[config.mk]
export PLATFORM = sky130hd
export DESIGN_NAME = watchdog_interval_timer
export DESIGN_NICKNAME = d
export VERILOG_FILES = /design/src/hdl/wdt_pkg.sv /design/src/hdl/watchdog_interval_timer.sv /design/src/hdl/wdt_prescaler.sv
export SDC_FILE = /design/constraint.sdc
export NUM_CORES = 1
export LEC_CHECK = 0
export ABC_AREA = 1
export BUFFER_PORTS_ARGS = -buffer_cell sky130_fd_sc_hd__buf_2
export CAP_MARGIN = 40
export CORE_UTILIZATION = 40
export CTS_CLUSTER_SIZE = 30
export DETAILED_ROUTE_END_ITERATION = 10
export MAX_ROUTING_LAYER = met4
export PLACE_DENSITY = 0.67
export SLEW_MARGIN = 15
export SYNTH_ARGS = -nofsm -noshare
export SYNTH_HDL_FRONTEND = slang
export SYNTH_SLANG_ARGS = --single-unit
export TNS_END_PERCENT = 20
[constraint.sdc]
create_clock -name clk_sys -period 3.4 [get_ports clk_sys]
set_clock_uncertainty 0.2 [all_clocks]
set_input_delay 0.17 -clock clk_sys [delete_from_list [all_inputs] [get_ports clk_sys]]
set_output_delay 0.17 -clock clk_sys [all_outputs]
set_load 0.01 [all_outputs]
[src/hdl/wdt_pkg.sv]
// Shared constants, carriers and types of the watchdog and interval timer.
`default_nettype none
package wdt_pkg;

    localparam logic [15:0] ADDR_CTRL_WR  = 16'hFEEC;
    localparam logic [15:0] ADDR_CTRL_RD  = 16'hFEEC;
    localparam logic [15:0] ADDR_COUNT_RD = 16'hFEED;
    localparam logic [15:0] ADDR_RSTC_WR  = 16'hFF14;
    localparam logic [15:0] ADDR_RSTC_RD  = 16'hFF15;

    localparam logic [7:0]  KEY_COUNT     = 8'h5A;
    localparam logic [7:0]  KEY_CTRL      = 8'hA5;
    localparam logic [7:0]  KEY_RSTC_CLR  = 8'hA5;
    localparam logic [7:0]  KEY_RSTC_OE   = 8'h5A;
    localparam logic [7:0]  CLR_DATA      = 8'h00;

    localparam int          CTRL_OVF_BIT  = 7;
    localparam int          CTRL_MODE_BIT = 6;
    localparam int          CTRL_RUN_BIT  = 5;
    localparam int          RSTC_FLAG_BIT = 7;
    localparam int          RSTC_OE_BIT   = 6;
    localparam logic [1:0]  CTRL_RSV      = 2'h3;
    localparam logic [5:0]  RSTC_RSV      = 6'h3F;

    localparam logic [7:0]  COUNT_RESET   = 8'h00;
    localparam logic [7:0]  COUNT_MAX     = 8'hFF;
    localparam logic [7:0]  COUNT_ONE     = 8'h01;
    localparam logic [2:0]  CKS_RESET     = 3'h0;
    localparam logic [7:0]  RDATA_NONE    = 8'h00;

    localparam int          CNT_W         = 10;
    localparam logic [9:0]  RST_PULSE_CYC = 10'h084;
    localparam logic [9:0]  EXT_CHECK_CYC = 10'h208;
    localparam logic [9:0]  CNT_ONE       = 10'h001;

    localparam int          PRE_W         = 12;

    typedef struct packed {
        logic [15:0] addr;
        logic        wr;
        logic        rd;
        logic        word;
        logic [15:0] wdata;
    } bus_req_t;

    typedef enum logic [3:0] {
        ST_RUN       = 4'h1,
        ST_WDT_RESET = 4'h2,
        ST_STANDBY   = 4'h4,
        ST_WAKE      = 4'h8
    } mode_state_t;

    // Mask of low prescaler bits; all ones marks the end of one division.
    function automatic logic [11:0] div_mask(input logic [2:0] sel);
        unique case (sel)
            3'h0: div_mask = 12'h001;
            3'h1: div_mask = 12'h01F;
            3'h2: div_mask = 12'h03F;
            3'h3: div_mask = 12'h07F;
            3'h4: div_mask = 12'h0FF;
            3'h5: div_mask = 12'h1FF;
            3'h6: div_mask = 12'h7FF;
            3'h7: div_mask = 12'hFFF;
        endcase
    endfunction

endpackage
`default_nettype wire

[src/hdl/watchdog_interval_timer.sv]
// Watchdog and interval timer with protected registers and reset pin.
`default_nettype none
// Notes on behaviour
// Pin reset or read-then-zero clears reset flag.
// Watchdog overflow sets flag and resets chip.
// Reset drives pin only when output enabled.
// Low six reset-register bits read as ones.
// Counter/control share address; keyed word writes only.
// Reset register takes word writes only.
// Key A5 with zero data clears flag.
// Key 5A loads data bit six into enable.
// Byte reads at three separate read addresses.
// Watchdog mode with enable counts and resets.
// Software rewrites counter to avoid overflow.
// Pin held low 132 clocks on watchdog reset.
// Same vector; flag tells the reset source.
// Coincidence with output on: watchdog wins, check 520.
// Early pin reset acts now, clears output enable.
// Coincidence with output off: pin wins, flag cleared.
// Interval mode overflow raises interrupt and flag.
// Standby refused while timer enabled.
// Wake counts; wrap restores clocks, starts handler.
// Counter write beats same-cycle increment.
// Stop timer before changing clock select.
// Disabling the timer zeroes and stops counter.
// Clock select picks one of eight divisions.
module watchdog_interval_timer (
    input  wire logic              clk_sys,
    input  wire logic              rst,
    input  wire logic              ce,
    input  wire wdt_pkg::bus_req_t bus_req,
    output var  logic [7:0]        bus_rdata,
    output var  logic              bus_rvalid,
    input  wire logic              res_pin_in,
    output var  logic              res_pin_out,
    output var  logic              res_pin_oe_n,
    input  wire logic              standby_req,
    input  wire logic              nmi_wake,
    output var  logic              chip_reset,
    output var  logic              interval_irq,
    output var  logic              standby_active,
    output var  logic              standby_refused,
    output var  logic              clocks_on,
    output var  logic              nmi_start
);
    import wdt_pkg::*;

    function automatic logic wr_word(input bus_req_t r,
                                     input logic [15:0] a);
        wr_word = r.wr && r.word && (r.addr == a);
    endfunction

    mode_state_t      state_q;
    mode_state_t      state_d;
    logic [CNT_W-1:0] cnt_q;
    logic [CNT_W-1:0] cnt_d;
    logic [7:0]       count_q;
    logic [7:0]       count_d;
    logic             ovf_q;
    logic             ovf_d;
    logic             wt_q;
    logic             wt_d;
    logic             tme_q;
    logic             tme_d;
    logic [2:0]       cks_q;
    logic [2:0]       cks_d;
    logic             watchdog_reset_flag_q;
    logic             watchdog_reset_flag_d;
    logic             reset_output_enable_q;
    logic             reset_output_enable_d;
    logic             ovf_seen_q;
    logic             ovf_seen_d;
    logic             watchdog_reset_flag_seen_q;
    logic             watchdog_reset_flag_seen_d;
    logic             pin_s1_q;
    logic             pin_s2_q;
    logic [7:0]       rdata_d;
    logic             rvalid_d;
    logic             oe_n_d;
    logic             chip_reset_d;
    logic             irq_d;
    logic             standby_d;
    logic             refused_d;
    logic             clocks_on_d;
    logic             nmi_start_d;

    logic             tick;
    logic             pin_low;
    logic             counting;
    logic             wr_open;
    logic             count_wr;
    logic             timer_control_status_wr;
    logic             watchdog_reset_flag_clr;
    logic             oe_wr;
    logic             wrap;
    logic             wdt_ovf;
    logic             ext_rst;
    logic [7:0]       key;
    logic [7:0]       dat;

    assign pin_low  = !pin_s2_q;
    assign counting = tme_q || (state_q == ST_WAKE);
    assign key      = bus_req.wdata[15:8];
    assign dat      = bus_req.wdata[7:0];
    assign wr_open  = (state_q == ST_RUN);
    assign count_wr = wr_open && wr_word(bus_req, ADDR_CTRL_WR)
                      && (key == KEY_COUNT);
    assign timer_control_status_wr  = wr_open && wr_word(bus_req, ADDR_CTRL_WR)
                      && (key == KEY_CTRL);
    assign watchdog_reset_flag_clr = wr_open && wr_word(bus_req, ADDR_RSTC_WR)
                      && (key == KEY_RSTC_CLR) && (dat == CLR_DATA)
                      && watchdog_reset_flag_seen_q;
    assign oe_wr    = wr_open && wr_word(bus_req, ADDR_RSTC_WR)
                      && (key == KEY_RSTC_OE);
    assign wrap     = tick && counting && (count_q == COUNT_MAX)
                      && !count_wr;
    assign wdt_ovf  = wrap && wt_q && tme_q && (state_q == ST_RUN);
    assign ext_rst  = pin_low && (state_q != ST_WDT_RESET);

    wdt_prescaler #(
        .W (PRE_W)
    ) u_prescaler (
        .clk_sys (clk_sys),
        .rst     (rst),
        .ce      (ce),
        .run     (counting),
        .sel     (cks_q),
        .tick    (tick)
    );

    always_comb begin
        state_d      = state_q;
        cnt_d        = cnt_q;
        count_d      = count_q;
        ovf_d        = ovf_q;
        wt_d         = wt_q;
        tme_d        = tme_q;
        cks_d        = cks_q;
        watchdog_reset_flag_d       = watchdog_reset_flag_q;
        reset_output_enable_d      = reset_output_enable_q;
        rdata_d      = bus_rdata;
        rvalid_d     = 1'b0;
        oe_n_d       = res_pin_oe_n;
        chip_reset_d = chip_reset;
        irq_d        = 1'b0;
        standby_d    = standby_active;
        refused_d    = 1'b0;
        clocks_on_d  = clocks_on;
        nmi_start_d  = 1'b0;

        if (count_wr) begin
            count_d = dat;
        end else if (tick && counting) begin
            count_d = count_q + COUNT_ONE;
        end
        if (!counting) begin
            count_d = COUNT_RESET;
        end
        if (timer_control_status_wr) begin
            wt_d  = dat[CTRL_MODE_BIT];
            tme_d = dat[CTRL_RUN_BIT];
            cks_d = dat[2:0];
            if (!dat[CTRL_OVF_BIT] && ovf_seen_q) begin
                ovf_d = 1'b0;
            end
        end
        if (wrap && !wt_q && tme_q) begin
            ovf_d = 1'b1;
            irq_d = 1'b1;
        end
        if (oe_wr) begin
            reset_output_enable_d = dat[RSTC_OE_BIT];
        end
        if (watchdog_reset_flag_clr) begin
            watchdog_reset_flag_d = 1'b0;
        end
        if (bus_req.rd) begin
            rvalid_d = 1'b1;
            unique case (bus_req.addr)
                ADDR_CTRL_RD:  rdata_d = {ovf_q, wt_q, tme_q, CTRL_RSV, cks_q};
                ADDR_COUNT_RD: rdata_d = count_q;
                ADDR_RSTC_RD:  rdata_d = {watchdog_reset_flag_q, reset_output_enable_q, RSTC_RSV};
                default:       rdata_d = RDATA_NONE;
            endcase
        end

        unique case (state_q)
            ST_RUN: begin
                if (standby_req) begin
                    if (tme_q) begin
                        refused_d = 1'b1;
                    end else begin
                        state_d     = ST_STANDBY;
                        standby_d   = 1'b1;
                        clocks_on_d = 1'b0;
                        ovf_d       = 1'b0;
                        wt_d        = 1'b0;
                    end
                end
            end
            ST_WDT_RESET: begin
                cnt_d        = cnt_q + CNT_ONE;
                chip_reset_d = (cnt_d < RST_PULSE_CYC);
                oe_n_d       = !(chip_reset_d && reset_output_enable_q);
                if (cnt_q == EXT_CHECK_CYC - CNT_ONE) begin
                    state_d = ST_RUN;
                    if (pin_low) begin
                        watchdog_reset_flag_d  = 1'b0;
                        reset_output_enable_d = 1'b0;
                    end
                end
            end
            ST_STANDBY: begin
                if (nmi_wake) begin
                    state_d = ST_WAKE;
                end
            end
            ST_WAKE: begin
                if (wrap) begin
                    state_d     = ST_RUN;
                    standby_d   = 1'b0;
                    clocks_on_d = 1'b1;
                    nmi_start_d = 1'b1;
                end
            end
            default: begin
                state_d = ST_RUN;
            end
        endcase

        if (wdt_ovf && (reset_output_enable_q || !pin_low)) begin
            watchdog_reset_flag_d       = 1'b1;
            chip_reset_d = 1'b1;
            oe_n_d       = !reset_output_enable_q;
            state_d      = ST_WDT_RESET;
            cnt_d        = '0;
            count_d      = COUNT_RESET;
            ovf_d        = 1'b0;
            wt_d         = 1'b0;
            tme_d        = 1'b0;
            cks_d        = CKS_RESET;
        end else if (ext_rst) begin
            watchdog_reset_flag_d       = 1'b0;
            reset_output_enable_d      = 1'b0;
            state_d      = ST_RUN;
            count_d      = COUNT_RESET;
            ovf_d        = 1'b0;
            wt_d         = 1'b0;
            tme_d        = 1'b0;
            cks_d        = CKS_RESET;
            standby_d    = 1'b0;
            clocks_on_d  = 1'b1;
            nmi_start_d  = 1'b0;
            irq_d        = 1'b0;
        end

        ovf_seen_d  = (ovf_q && bus_req.rd && bus_req.addr == ADDR_CTRL_RD)
                      || ovf_seen_q;
        watchdog_reset_flag_seen_d = (watchdog_reset_flag_q && bus_req.rd && bus_req.addr == ADDR_RSTC_RD)
                      || watchdog_reset_flag_seen_q;
        if (!ovf_d) begin
            ovf_seen_d = 1'b0;
        end
        if (!watchdog_reset_flag_d) begin
            watchdog_reset_flag_seen_d = 1'b0;
        end
    end

    always_ff @(posedge clk_sys or posedge rst) begin
        if (rst) begin
            state_q         <= ST_RUN;
            cnt_q           <= '0;
            count_q         <= COUNT_RESET;
            ovf_q           <= 1'b0;
            wt_q            <= 1'b0;
            tme_q           <= 1'b0;
            cks_q           <= CKS_RESET;
            watchdog_reset_flag_q          <= 1'b0;
            reset_output_enable_q         <= 1'b0;
            ovf_seen_q      <= 1'b0;
            watchdog_reset_flag_seen_q     <= 1'b0;
            pin_s1_q        <= 1'b1;
            pin_s2_q        <= 1'b1;
            bus_rdata       <= RDATA_NONE;
            bus_rvalid      <= 1'b0;
            res_pin_out     <= 1'b0;
            res_pin_oe_n    <= 1'b1;
            chip_reset      <= 1'b0;
            interval_irq    <= 1'b0;
            standby_active  <= 1'b0;
            standby_refused <= 1'b0;
            clocks_on       <= 1'b1;
            nmi_start       <= 1'b0;
        end else if (ce) begin
            state_q         <= state_d;
            cnt_q           <= cnt_d;
            count_q         <= count_d;
            ovf_q           <= ovf_d;
            wt_q            <= wt_d;
            tme_q           <= tme_d;
            cks_q           <= cks_d;
            watchdog_reset_flag_q          <= watchdog_reset_flag_d;
            reset_output_enable_q         <= reset_output_enable_d;
            ovf_seen_q      <= ovf_seen_d;
            watchdog_reset_flag_seen_q     <= watchdog_reset_flag_seen_d;
            pin_s1_q        <= res_pin_in;
            pin_s2_q        <= pin_s1_q;
            bus_rdata       <= rdata_d;
            bus_rvalid      <= rvalid_d;
            res_pin_out     <= 1'b0;
            res_pin_oe_n    <= oe_n_d;
            chip_reset      <= chip_reset_d;
            interval_irq    <= irq_d;
            standby_active  <= standby_d;
            standby_refused <= refused_d;
            clocks_on       <= clocks_on_d;
            nmi_start       <= nmi_start_d;
        end
    end

    // Length of the current low drive on the reset pin, for checking.
    logic [CNT_W-1:0] drv_cnt_q;
    always_ff @(posedge clk_sys or posedge rst) begin
        if (rst) begin
            drv_cnt_q <= '0;
        end else if (res_pin_oe_n) begin
            drv_cnt_q <= '0;
        end else if (ce) begin
            drv_cnt_q <= drv_cnt_q + CNT_ONE;
        end
    end
endmodule
`default_nettype wire

[src/hdl/wdt_prescaler.sv]
// Prescaler that makes the counter clock pulse from the system clock.
`default_nettype none
module wdt_prescaler #(
    parameter int W = wdt_pkg::PRE_W
) (
    input  wire logic       clk_sys,
    input  wire logic       rst,
    input  wire logic       ce,
    input  wire logic       run,
    input  wire logic [2:0] sel,
    output var  logic       tick
);
    import wdt_pkg::*;

    logic [W-1:0] pre_q;
    logic [W-1:0] pre_d;
    logic         tick_d;

    // One pulse every selected division; stopped and cleared when idle.
    always_comb begin
        pre_d  = run ? W'(pre_q + W'(1)) : '0;
        tick_d = run && ((pre_q & W'(div_mask(sel))) == W'(div_mask(sel)));
    end

    always_ff @(posedge clk_sys or posedge rst) begin
        if (rst) begin
            pre_q <= '0;
            tick  <= 1'b0;
        end else if (ce) begin
            pre_q <= pre_d;
            tick  <= tick_d;
        end
    end

endmodule
`default_nettype wire

# [Word level (Yosys, flattened, before mapping)]
# Memory sizes are Yosys's and may differ from the RTL's.
# Cells that the tools add are included.
[word_totals] ff_bits=63 latch_bits=0 ram_bits=0 mem_bits_ro=176 out_inout_bits=17 word_cells=175 mem_count=2
[mem_list] name="(no name shown)" words=8 word_bits=11 read_ports=1 rd_clocked_by_memory_dff=0 write_ports=0 line="wdt_pkg.sv:55" rtl="unique case (sel)"
[mem_list] name="(no name shown)" words=8 word_bits=11 read_ports=1 rd_clocked_by_memory_dff=0 write_ports=0 line="wdt_pkg.sv:55"
[classes] addsub=3 multipliers=0 div=0 order_cmp=1 eq_ne=20 shift=0 n_mux=78 n_bitwise=1 n_reduce_logical=46
[op_table] op="$eq A16 B16 Y1 const B" n=4
[op_table] op="$mux W1" n=56
[op_table] op="$mux W8" n=5
[op_table] op="$logic_and A1 B1 Y1" n=28
[op_table] op="$mux W4" n=7
[op_table] op="$pmux W8 S3" n=1
[op_table] op="$mux W10" n=2
[op_table] op="$eq A8 B8 Y1 const B" n=2
[op_table] op="$pmux W4 S4" n=1
[op_table] op="$add A12 B1 Y12 const B" n=1
[op_table] op="$and A12 B12 Y12" n=1
[op_table] op="$eq A12 B12 Y1" n=1
[op_table] op="$mux W12" n=1
[op_table] op="$ne A4 B2 Y1 const B" n=3
[op_table] op="$add A10 B1 Y10 const B" n=1
[op_table] op="$eq A10 B10 Y1 const B" n=1
[op_table] op="$lt A10 B8 Y1 const B" n=1
[op_table] op="$mux W3" n=3
[op_table] op="$add A8 B1 Y8 const B" n=1
[op_table] op="$eq A8 B7 Y1 const B" n=1
[op_table] op="$logic_not A8 Y1" n=1
[op_table] op="$ne A4 B4 Y1 const B" n=2
[op_table] op="$reduce_and A2 Y1" n=4
[op_table] op="$logic_not A1 Y1" n=6
[op_table] op="other kinds (11)" n=15

# [Depth between registers and ports, before layout]
# Gate-level depths: netlist of run 1.
[depth] word_depth=15 ltp_mapped=14 mapped_depth_nobuf=14

# [Modules after synthesis]
# Synthesis of run 1 repeated with hierarchy kept, for this count alone.
[unflattened] cells_unflattened=539 area_unflattened_um2=3891.2
[by_module_without_submodules] module="watchdog_interval_timer" instances=1 cells_each=434 area_each_um2=3134.3
[by_module_without_submodules] module="wdt_prescaler" instances=1 cells_each=105 area_each_um2=757.0

# [Least setup slack after synthesis of run 1]
# No wires, ideal clock.
[synth_path] path_type="reg-to-reg" start="reg count_q[0]" end="reg cnt_q[9]" arrival_time_ns=1.644 slack_ns=1.464 path_stages_with_launch=12 synth_period_minus_slack_ns=1.936 path_cell_list="dfrtp_1 -> ha_1 -> nand2_2 -> nor3_4 -> nand2_2 -> nor2_4 -> nand3_2 -> buf_6 -> nand2_4 -> nand2_4 -> buf_6 -> o31ai_2"
[synth_between] elab_chain_cells=9
[synth_lines] element="start, declared" line="watchdog_interval_timer.sv:57" rtl="logic [7:0] count_q;"
[synth_lines] element="start signal, assigned" line="watchdog_interval_timer.sv:297" rtl="count_q <= count_d;"
[synth_lines] element="$eq A8 B8 Y1 *" line="watchdog_interval_timer.sv:115" rtl="assign wrap = tick && counting && (count_q == COUNT_MAX)"
[synth_lines] element="$logic_and A1 B1 Y1 *" line="watchdog_interval_timer.sv:115"
[synth_lines] element="$logic_and A1 B1 Y1 *" line="watchdog_interval_timer.sv:116" rtl="&& !count_wr;"
[synth_lines] element="$logic_and A1 B1 Y1 * (3 in series)" line="watchdog_interval_timer.sv:117" rtl="assign wdt_ovf = wrap && wt_q && tme_q && (state_q == ST_RUN);"
[synth_lines] element="$logic_and A1 B1 Y1 *" line="watchdog_interval_timer.sv:231" rtl="if (wdt_ovf && (reset_output_enable_q || !pin_low)) begin"
[synth_lines] element="$reduce_bool A2 Y1 (no source line)"
[synth_lines] element="$reduce_and A2 Y1 (no source line)"
[synth_lines] element="end signal, assigned" line="watchdog_interval_timer.sv:296" rtl="cnt_q <= cnt_d;"
[synth_lines] element="end, declared" line="watchdog_interval_timer.sv:55" rtl="logic [CNT_W-1:0] cnt_q;"
# Mark *: on every way between the ends. The rest lies on a longest branch, timed or not.
# A chain may end at the register's enable or synchronous reset.

# [Final worst setup path of run 1]
[layout_path] start="reg state_q[0]" end="reg count_q[5]"
[layout_between] elab_chain_cells=11
[layout_lines] element="start, declared" line="watchdog_interval_timer.sv:53" rtl="mode_state_t state_q;"
[layout_lines] element="start signal, assigned" line="watchdog_interval_timer.sv:295" rtl="state_q <= state_d;"
[layout_lines] element="$eq A4 B4 Y1 or $eq A4 B1 Y1 (tied branches)" line="watchdog_interval_timer.sv:102, watchdog_interval_timer.sv:105, watchdog_interval_timer.sv:117"
[layout_lines] element="$logic_or A1 B1 Y1 or $logic_and A1 B1 Y1 (tied branches)" line="watchdog_interval_timer.sv:102, watchdog_interval_timer.sv:106"
[layout_lines] element="$logic_and A1 B1 Y1 (on tied branches)" line="watchdog_interval_timer.sv:115, watchdog_interval_timer.sv:153, watchdog_interval_timer.sv:107"
[layout_lines] element="$logic_and A1 B1 Y1 or $logic_not A1 Y1 (tied branches)" line="watchdog_interval_timer.sv:115, watchdog_interval_timer.sv:116"
[layout_lines] element="$logic_and A1 B1 Y1" line="watchdog_interval_timer.sv:116"
[layout_lines] element="$logic_and A1 B1 Y1 (3 in series)" line="watchdog_interval_timer.sv:117"
[layout_lines] element="$logic_and A1 B1 Y1" line="watchdog_interval_timer.sv:231"
[layout_lines] element="$ne A5 B1 Y1 (no source line)"
[layout_lines] element="$reduce_and A2 Y1 (no source line)"
# Several ways; a longest one is shown, not always the timed one.

==> flow_metrics.py, run 1 <==
metrics = {
    "timing": {
        "slew_violations": 0,
        "fin_tns_setup_ps": 0,
        "fin_crit_ps": 2560,
        "final-hold-violation-count": 0,
        "grt_setup_unrepaired": "false",
        "fin_ws_ps": 844,
        "fmax_ghz": 0.391,
        "finalSetupViolations": 0,
        "min_period_over_period_pct": 75.2,
    },
    "cts": {
        "post_cts_buffers": 0,
        "cts_tree": "built",
        "cts.path.max_buffers": 2,
        "clockRootBuffer": "clkbuf_8",
        "h-tree-depth": 3,
        "cts-resized-gates": 0,
        "cts_buffers": 9,
        "clk_latency_ps": 350,
        "cts_hold_buf": 7,
        "clk_pin_slew_ps": 70,
        "cts.sinks": 63,
    },
    "route": {
        "antenna_left": 0,
        "routed_via_density": 4.95,
        "drtIter0Drc": 170,
        "vias": 3616,
        "drtPass1Iterations": 5,
        "drc": 0,
        "wl_mm": 9.37,
        "wl_per_cell_um": 12.8,
    },
    "pwr": {
        "total_power_w": 0.00166,
        "p_leak_nw": 2.20,
        "peakVddDrop_mv": 0.217,
        "power_density_nw_per_um2": 373,
    },
    "worst_setup_path": {
        "end_kind": "flop",
        "path_buf_inv": 1,
        "startpoint_type": "flop",
        "path_class": "reg -> reg",
        "cp_top_family": "simple AND/OR/NAND/NOR gates",
        "critPathSlowestCell": "dfstp_2",
        "crit_arrival_ps": 2620,
        "crit_path_start": "state_q[0]",
        "critPathMostFrequentCell": "nand3_2",
        "reg2regPathDepth": 10,
        "cp.depth": 10,
        "path_max_fanout": 20,
        "required_ps": 3470,
        "crit_chain": "nand3_2 -> nor2_1 -> nand3_2 -> nand3_2 -> nand2_2 -> inv_4 -> nand2_2 -> nor2_1 -> nand2_1 -> o21ai_1",
        "critPathMaxStageDelay_ps": 580,
        "regToRegStartpoint": "state_q[0]",
    },
    "placed_design": {
        "gp_congestion": 0.952,
        "hpwl_mm": 7.13,
        "port_buffers": 56,
        "pre_cts_ws_ps": 888,
    },
    "synth": {
        "synth_seq_area_share_pct": 41.6,
        "ys_seq_elements": 63,
        "synth_cells": 530,
        "synth_edf_count": 0,
        "ys.warnings.count": 0,
        "yosysTopAreaCell": "dfrtp_1",
        "synth_cell_types": 36,
        "ys.flop_type": "dfrtp_1",
        "syn-num-nets": 574,
        "synth_area_um2": 3800,
        "async_flop_share_pct": 100,
        "netlist.area_leader.share_pct": 38.1,
        "yosys-top-cells-area": "dfrtp_1 (38%), nand2_1 (14%), inv_1 (7.0%), o21ai_0 (5.7%), nor2_1 (5.6%)",
        "avgSynthCellArea_um2": 7.18,
    },
    "layout": {
        "final_util_pct": 48.2,
        "nets": 640,
        "syn2layout_area_growth_pct": 17.1,
        "final_cell_mix": "nand2_1 (145), inv_1 (70), dfrtp_1 (58)",
        "register_area_um2": 1580,
        "drive_above_1_share_pct": 17.8,
        "final_common_cell": "nand2_1",
        "fillers": 970,
        "num_antenna_cells": 0,
        "multi_input_area_um2": 1870,
    },
    "worst_hold_path": {
        "holdPathStages": 5,
        "hp-start": "bus_req[4]",
        "hp-class": "in -> reg",
    },
    "floorplanning": {
        "core_um2": 9240,
        "start_util_pct": 41.2,
        "num_io_pins": 58,
        "dieArea_um2": 9910,
        "num_rows": 35,
        "die_h_um": 99.5,
        "die_w_um": 99.5,
    },
    "grt": {
        "grt_pass1_wl_mm": 15.9,
        "grt_pass1_vias": 3472,
        "grt_usage_pct": 21.0,
        "antenna_found_initial": 0,
        "overflow": 0,
        "grt_max_degree": 26,
    },
    "status": {
        "outcome": "complete, no violations",
    },
    "job": {
        "max_cap_violations": 0,
    },
}
==> cells by family after synthesis <==
kind of cell               after synthesis  synth area share [%]
AOI/OAI and AO/OA                       87                  12.3
other                                    1                0.0986
adders and majority gates                3                 0.987
DFF                                     63                  41.6
xor gates and xnor gates                10                  2.30
buffers and inverters                   84                  9.31
and+or+nand+nor                        282                  33.4
==> registers in the layout (all words and copies together), names as in the netlist, 3 cells and up <==
register	count
bus_rdata	8
cnt_q	10
cks_q	3
state_q	4
count_q	8
u_prescaler.pre_q	12
==> stage by stage <==
stage / area, µm² / std cells / hold slack [ps]
after floorplan: 3800 / 530 / 66.2
after global placement: 4180 / 706 / 199
after detailed placement: 4210 / 707 / 8.19
after CTS: 4450 / 730 / 18.9
after global routing: 4450 / 730 / 47.1
final: 4450 / 730 / 33.5
==> per-layer routing <==
layer	wire length [µm]	track usage, %	vias up
met2	4420	34.1	81
li1	-	-	1836
met5	0	-	-
met4	128	7.24	0
met3	402	3.51	12
met1	4420	26.5	1687
==> path summary, 6_finish.rpt <==
| kind | endpoint | slack, ps |
|---|---|---|
| setup / recovery | count_q[5] | 840 |
| hold / removal | count_q[4] | 30 |
| setup reg to reg | count_q[5] | 840 |
| hold reg to reg | pin_s1_q | 270 |
| max in group asynchronous | pin_s2_q | 1940 |
| min in group asynchronous | cnt_q[0] | 180 |
==> Yosys cell counts, types with 3 or more instances <==
library cell and n:
o21ai_0 43, nand2_2 9, dfstp_2 5, xnor2_1 3, nand2_1 145, nor2_1 57, nand3_1 26, nor2_2 3
o22ai_1 7, a21oi_1 13, xor2_1 7, ha_1 3, nor3_1 11, nand4_1 17, o21ai_1 16, dfrtp_1 58
nand2_4 3, inv_1 71, clkbuf_1 3, buf_6 4, nand3_2 5
==> layout make-up <==
type                            instances  area share [%]
Tap cell                              129            3.62
Clock buffer                           13            3.57
Inverter                               74            6.29
Clock inverter                          3           0.393
Multi-Input combinational cell        383            41.9
Timing Repair Buffer                   65            8.65
Sequential cell                        63            35.5
==> tightest hold or removal path: cells and delay by family <==
family | cells | cell delay [ps]
compound gates | 2 | 120
buf+inv | 2 | 160
simple gates | 1 | 80
==> where the power goes <==
group,total [W],switching [W],internal (W)
clock network,0.000599,0.000296,0.000303
logic,0.000242,0.000158,0.0000841
registers,0.000823,0.0000341,0.000789
Power figures use the tool's default switching activity.
==> run 2: changes to the inputs <==
--- a/config.mk
+++ b/config.mk
@@ -12,7 +12,7 @@
 export CTS_CLUSTER_SIZE = 30
 export DETAILED_ROUTE_END_ITERATION = 10
 export MAX_ROUTING_LAYER = met4
-export PLACE_DENSITY = 0.67
+export PLACE_DENSITY = 0.69
 export SLEW_MARGIN = 15
 export SYNTH_ARGS = -nofsm -noshare
 export SYNTH_HDL_FRONTEND = slang
==> constraint.sdc (replaced) <==
create_clock -name clk_sys -period 2.2 [get_ports clk_sys]
set_clock_uncertainty 0.2 [all_clocks]
set_input_delay 0.11 -clock clk_sys [delete_from_list [all_inputs] [get_ports clk_sys]]
set_output_delay 0.11 -clock clk_sys [all_outputs]
set_load 0.01 [all_outputs]
==> run 2 against run 1 <==
Sequential cell count stayed put; via count is 4.1% higher; worst setup slack worse by 700 ps; register-to-register slack worse by 700 ps; worst hold slack better by 63 ps; clock power is 90% higher; combinational power is 74% higher; final cell count is 3.2% higher; power is 70% higher; sequential power is 54% higher.
==> flow_metrics.py, run 2 (same netlist as run 1, synthesis figures left out) <==
metrics = {
    "status": {
        "outcome": "complete, no violations",
    },
    "worst_setup_path": {
        "path_class": "reg -> reg",
        "crit_arrival_ps": 2150,
        "critPathMaxStageDelay_ps": 580,
        "end_kind": "flop",
        "r2r_end": "res_pin_oe_n",
        "required_ps": 2290,
        "crit_path_start": "state_q[0]",
        "cp.depth": 12,
        "path_buf_inv": 3,
        "cp-endpoint": "res_pin_oe_n",
        "regToRegStartpoint": "state_q[0]",
        "critPathSlowestCell": "dfstp_2",
        "path_max_fanout": 11,
        "reg2regPathDepth": 12,
        "reg2reg_setup_slack_ps": 140,
        "startpoint_type": "flop",
        "cp_top_family": "simple AND/OR/NAND/NOR gates",
        "crit_chain": "nand3_4 -> inv_2 -> nand2_1 -> nor2_2 -> nand3_4 -> buf_4 -> nand2_4 -> nand2_4 -> inv_4 -> nand2_1 -> nor2_1 -> nor2_1",
    },
    "route": {
        "wl_per_cell_um": 12.7,
        "vias": 3766,
        "drc": 0,
        "drtPass1Iterations": 5,
        "antenna_left": 0,
        "routed_via_density": 5.00,
        "drtIter0Drc": 325,
        "wl_mm": 9.55,
    },
    "placed_design": {
        "gp_congestion": 0.973,
        "dp_cells": 720,
        "hpwl_mm": 7.33,
        "port_buffers": 56,
        "placedInstanceArea_um2": 4290,
    },
    "timing": {
        "fmax_ghz": 0.486,
        "fin_crit_ps": 2060,
        "slew_violations": 0,
        "min_period_over_period_pct": 93.4,
        "fin_tns_setup_ps": 0,
        "final-hold-violation-count": 0,
        "finalSetupViolations": 0,
        "grt_setup_unrepaired": "false",
    },
    "grt": {
        "grt_usage_pct": 21.3,
        "antenna_found_initial": 0,
        "overflow": 0,
        "grt_pass1_vias": 3620,
        "grt_max_degree": 27,
        "grt_pass1_wl_mm": 16.2,
    },
    "layout": {
        "num_antenna_cells": 0,
        "nets": 663,
        "design_area_um2": 4700,
        "finalNonFillerCells": 753,
        "reg.largest.list": "u_prescaler.pre_q x12, cnt_q x10",
        "final_util_pct": 50.8,
        "final_common_cell": "nand2_1",
        "syn2layout_area_growth_pct": 23.4,
        "largest_reg_flops": 12,
        "regMostFlops": "u_prescaler.pre_q",
        "drive_above_1_share_pct": 20.4,
        "final_cell_mix": "nand2_1 (145), inv_1 (70), dfrtp_1 (58)",
        "fillers": 899,
    },
    "pwr": {
        "power_density_nw_per_um2": 602,
        "total_power_w": 0.00283,
        "peakVddDrop_mv": 0.321,
        "p_leak_nw": 2.32,
    },
    "floorplanning": {
        "num_io_pins": 58,
        "num_rows": 35,
        "die_w_um": 99.5,
        "core_um2": 9240,
        "dieArea_um2": 9910,
        "start_util_pct": 41.2,
        "die_h_um": 99.5,
    },
    "cts": {
        "cts_buffers": 9,
        "clk_latency_ps": 350,
        "clockRootBuffer": "clkbuf_8",
        "cts_tree": "built",
        "h-tree-depth": 3,
        "clk_pin_slew_ps": 80,
        "cts.path.max_buffers": 2,
        "cts.sinks": 63,
    },
    "worst_hold_path": {
        "hp-class": "in -> async",
    },
    "job": {
        "max_cap_violations": 0,
    },
}
run 2: repair_timing:
item / CTS / global route
hold endpoints to repair: 53 / 0
setup buffers: 0 / 3
pin swaps: 0 / 3
hold buffers: 14 / 0
gates resized for setup: 1 / 5
endpoints found under the setup margin: 1 / 29
run 2: per-layer routing:
metal | global-route usage, % | wire length, µm | vias to the layer above
li1 | - | - | 1891
met1 | 26.8 | 4340 | 1738
met2 | 34.1 | 4510 | 115
met3 | 3.94 | 502 | 22
met4 | 8.71 | 194 | 0
met5 | - | 0 | -
run 2: worst min path at each step:
stage,start,to,cells past startpoint,slack (ps)
floorplan,res_pin_in,pin_s1_q,2,6
global placement,rst,interval_irq,2,-70
finish,rst,u_prescaler.pre_q[2],3,100
detailed placement,rst,interval_irq,2,-70
global route,rst,u_prescaler.pre_q[2],3,120
CTS,rst,reset_output_enable_q,3,90
run 2: report_power, final:
group	internal [W]	switching [W]	leakage, nW	total (W)
Clock	0.000639	0.000499	0.105	0.00114
Sequential	0.00122	0.0000486	0.838	0.00127
Combinational	0.000162	0.000260	1.37	0.000421
run 2: area by class of cell:
| cell class | instances | area [µm²] | share of cell area, % |
|---|---|---|---|
| Multi-Input combinational cell | 383 | 1890 | 40.3 |
| Sequential cell | 63 | 1580 | 33.7 |
| Timing Repair Buffer | 88 | 556 | 11.8 |
| Inverter | 74 | 283 | 6.02 |
| Tap cell | 129 | 161 | 3.44 |
| Clock buffer | 9 | 124 | 2.64 |
| Clock inverter | 7 | 97.6 | 2.08 |
run 2: worst register-to-register path, stage by stage, from the launching register on:
cell     delay (ps)
dfstp_2         580
nand3_4         100
inv_2            90
nand2_1         100
nor2_2          170
nand3_4         120
buf_4           180
nand2_4          60
nand2_4          90
inv_4           110
nand2_1          50
nor2_1          100
nor2_1           50
run 2: through the flow:
step           setup WS [ps]  hold slack [ps]
2_1_floorplan            264             6.19
3_3_place_gp            40.6            -70.8
3_5_place_dp            3.38            -72.9
4_1_cts                 26.6             86.9
5_1_grt                 1.12              116
6_report                 144             96.3
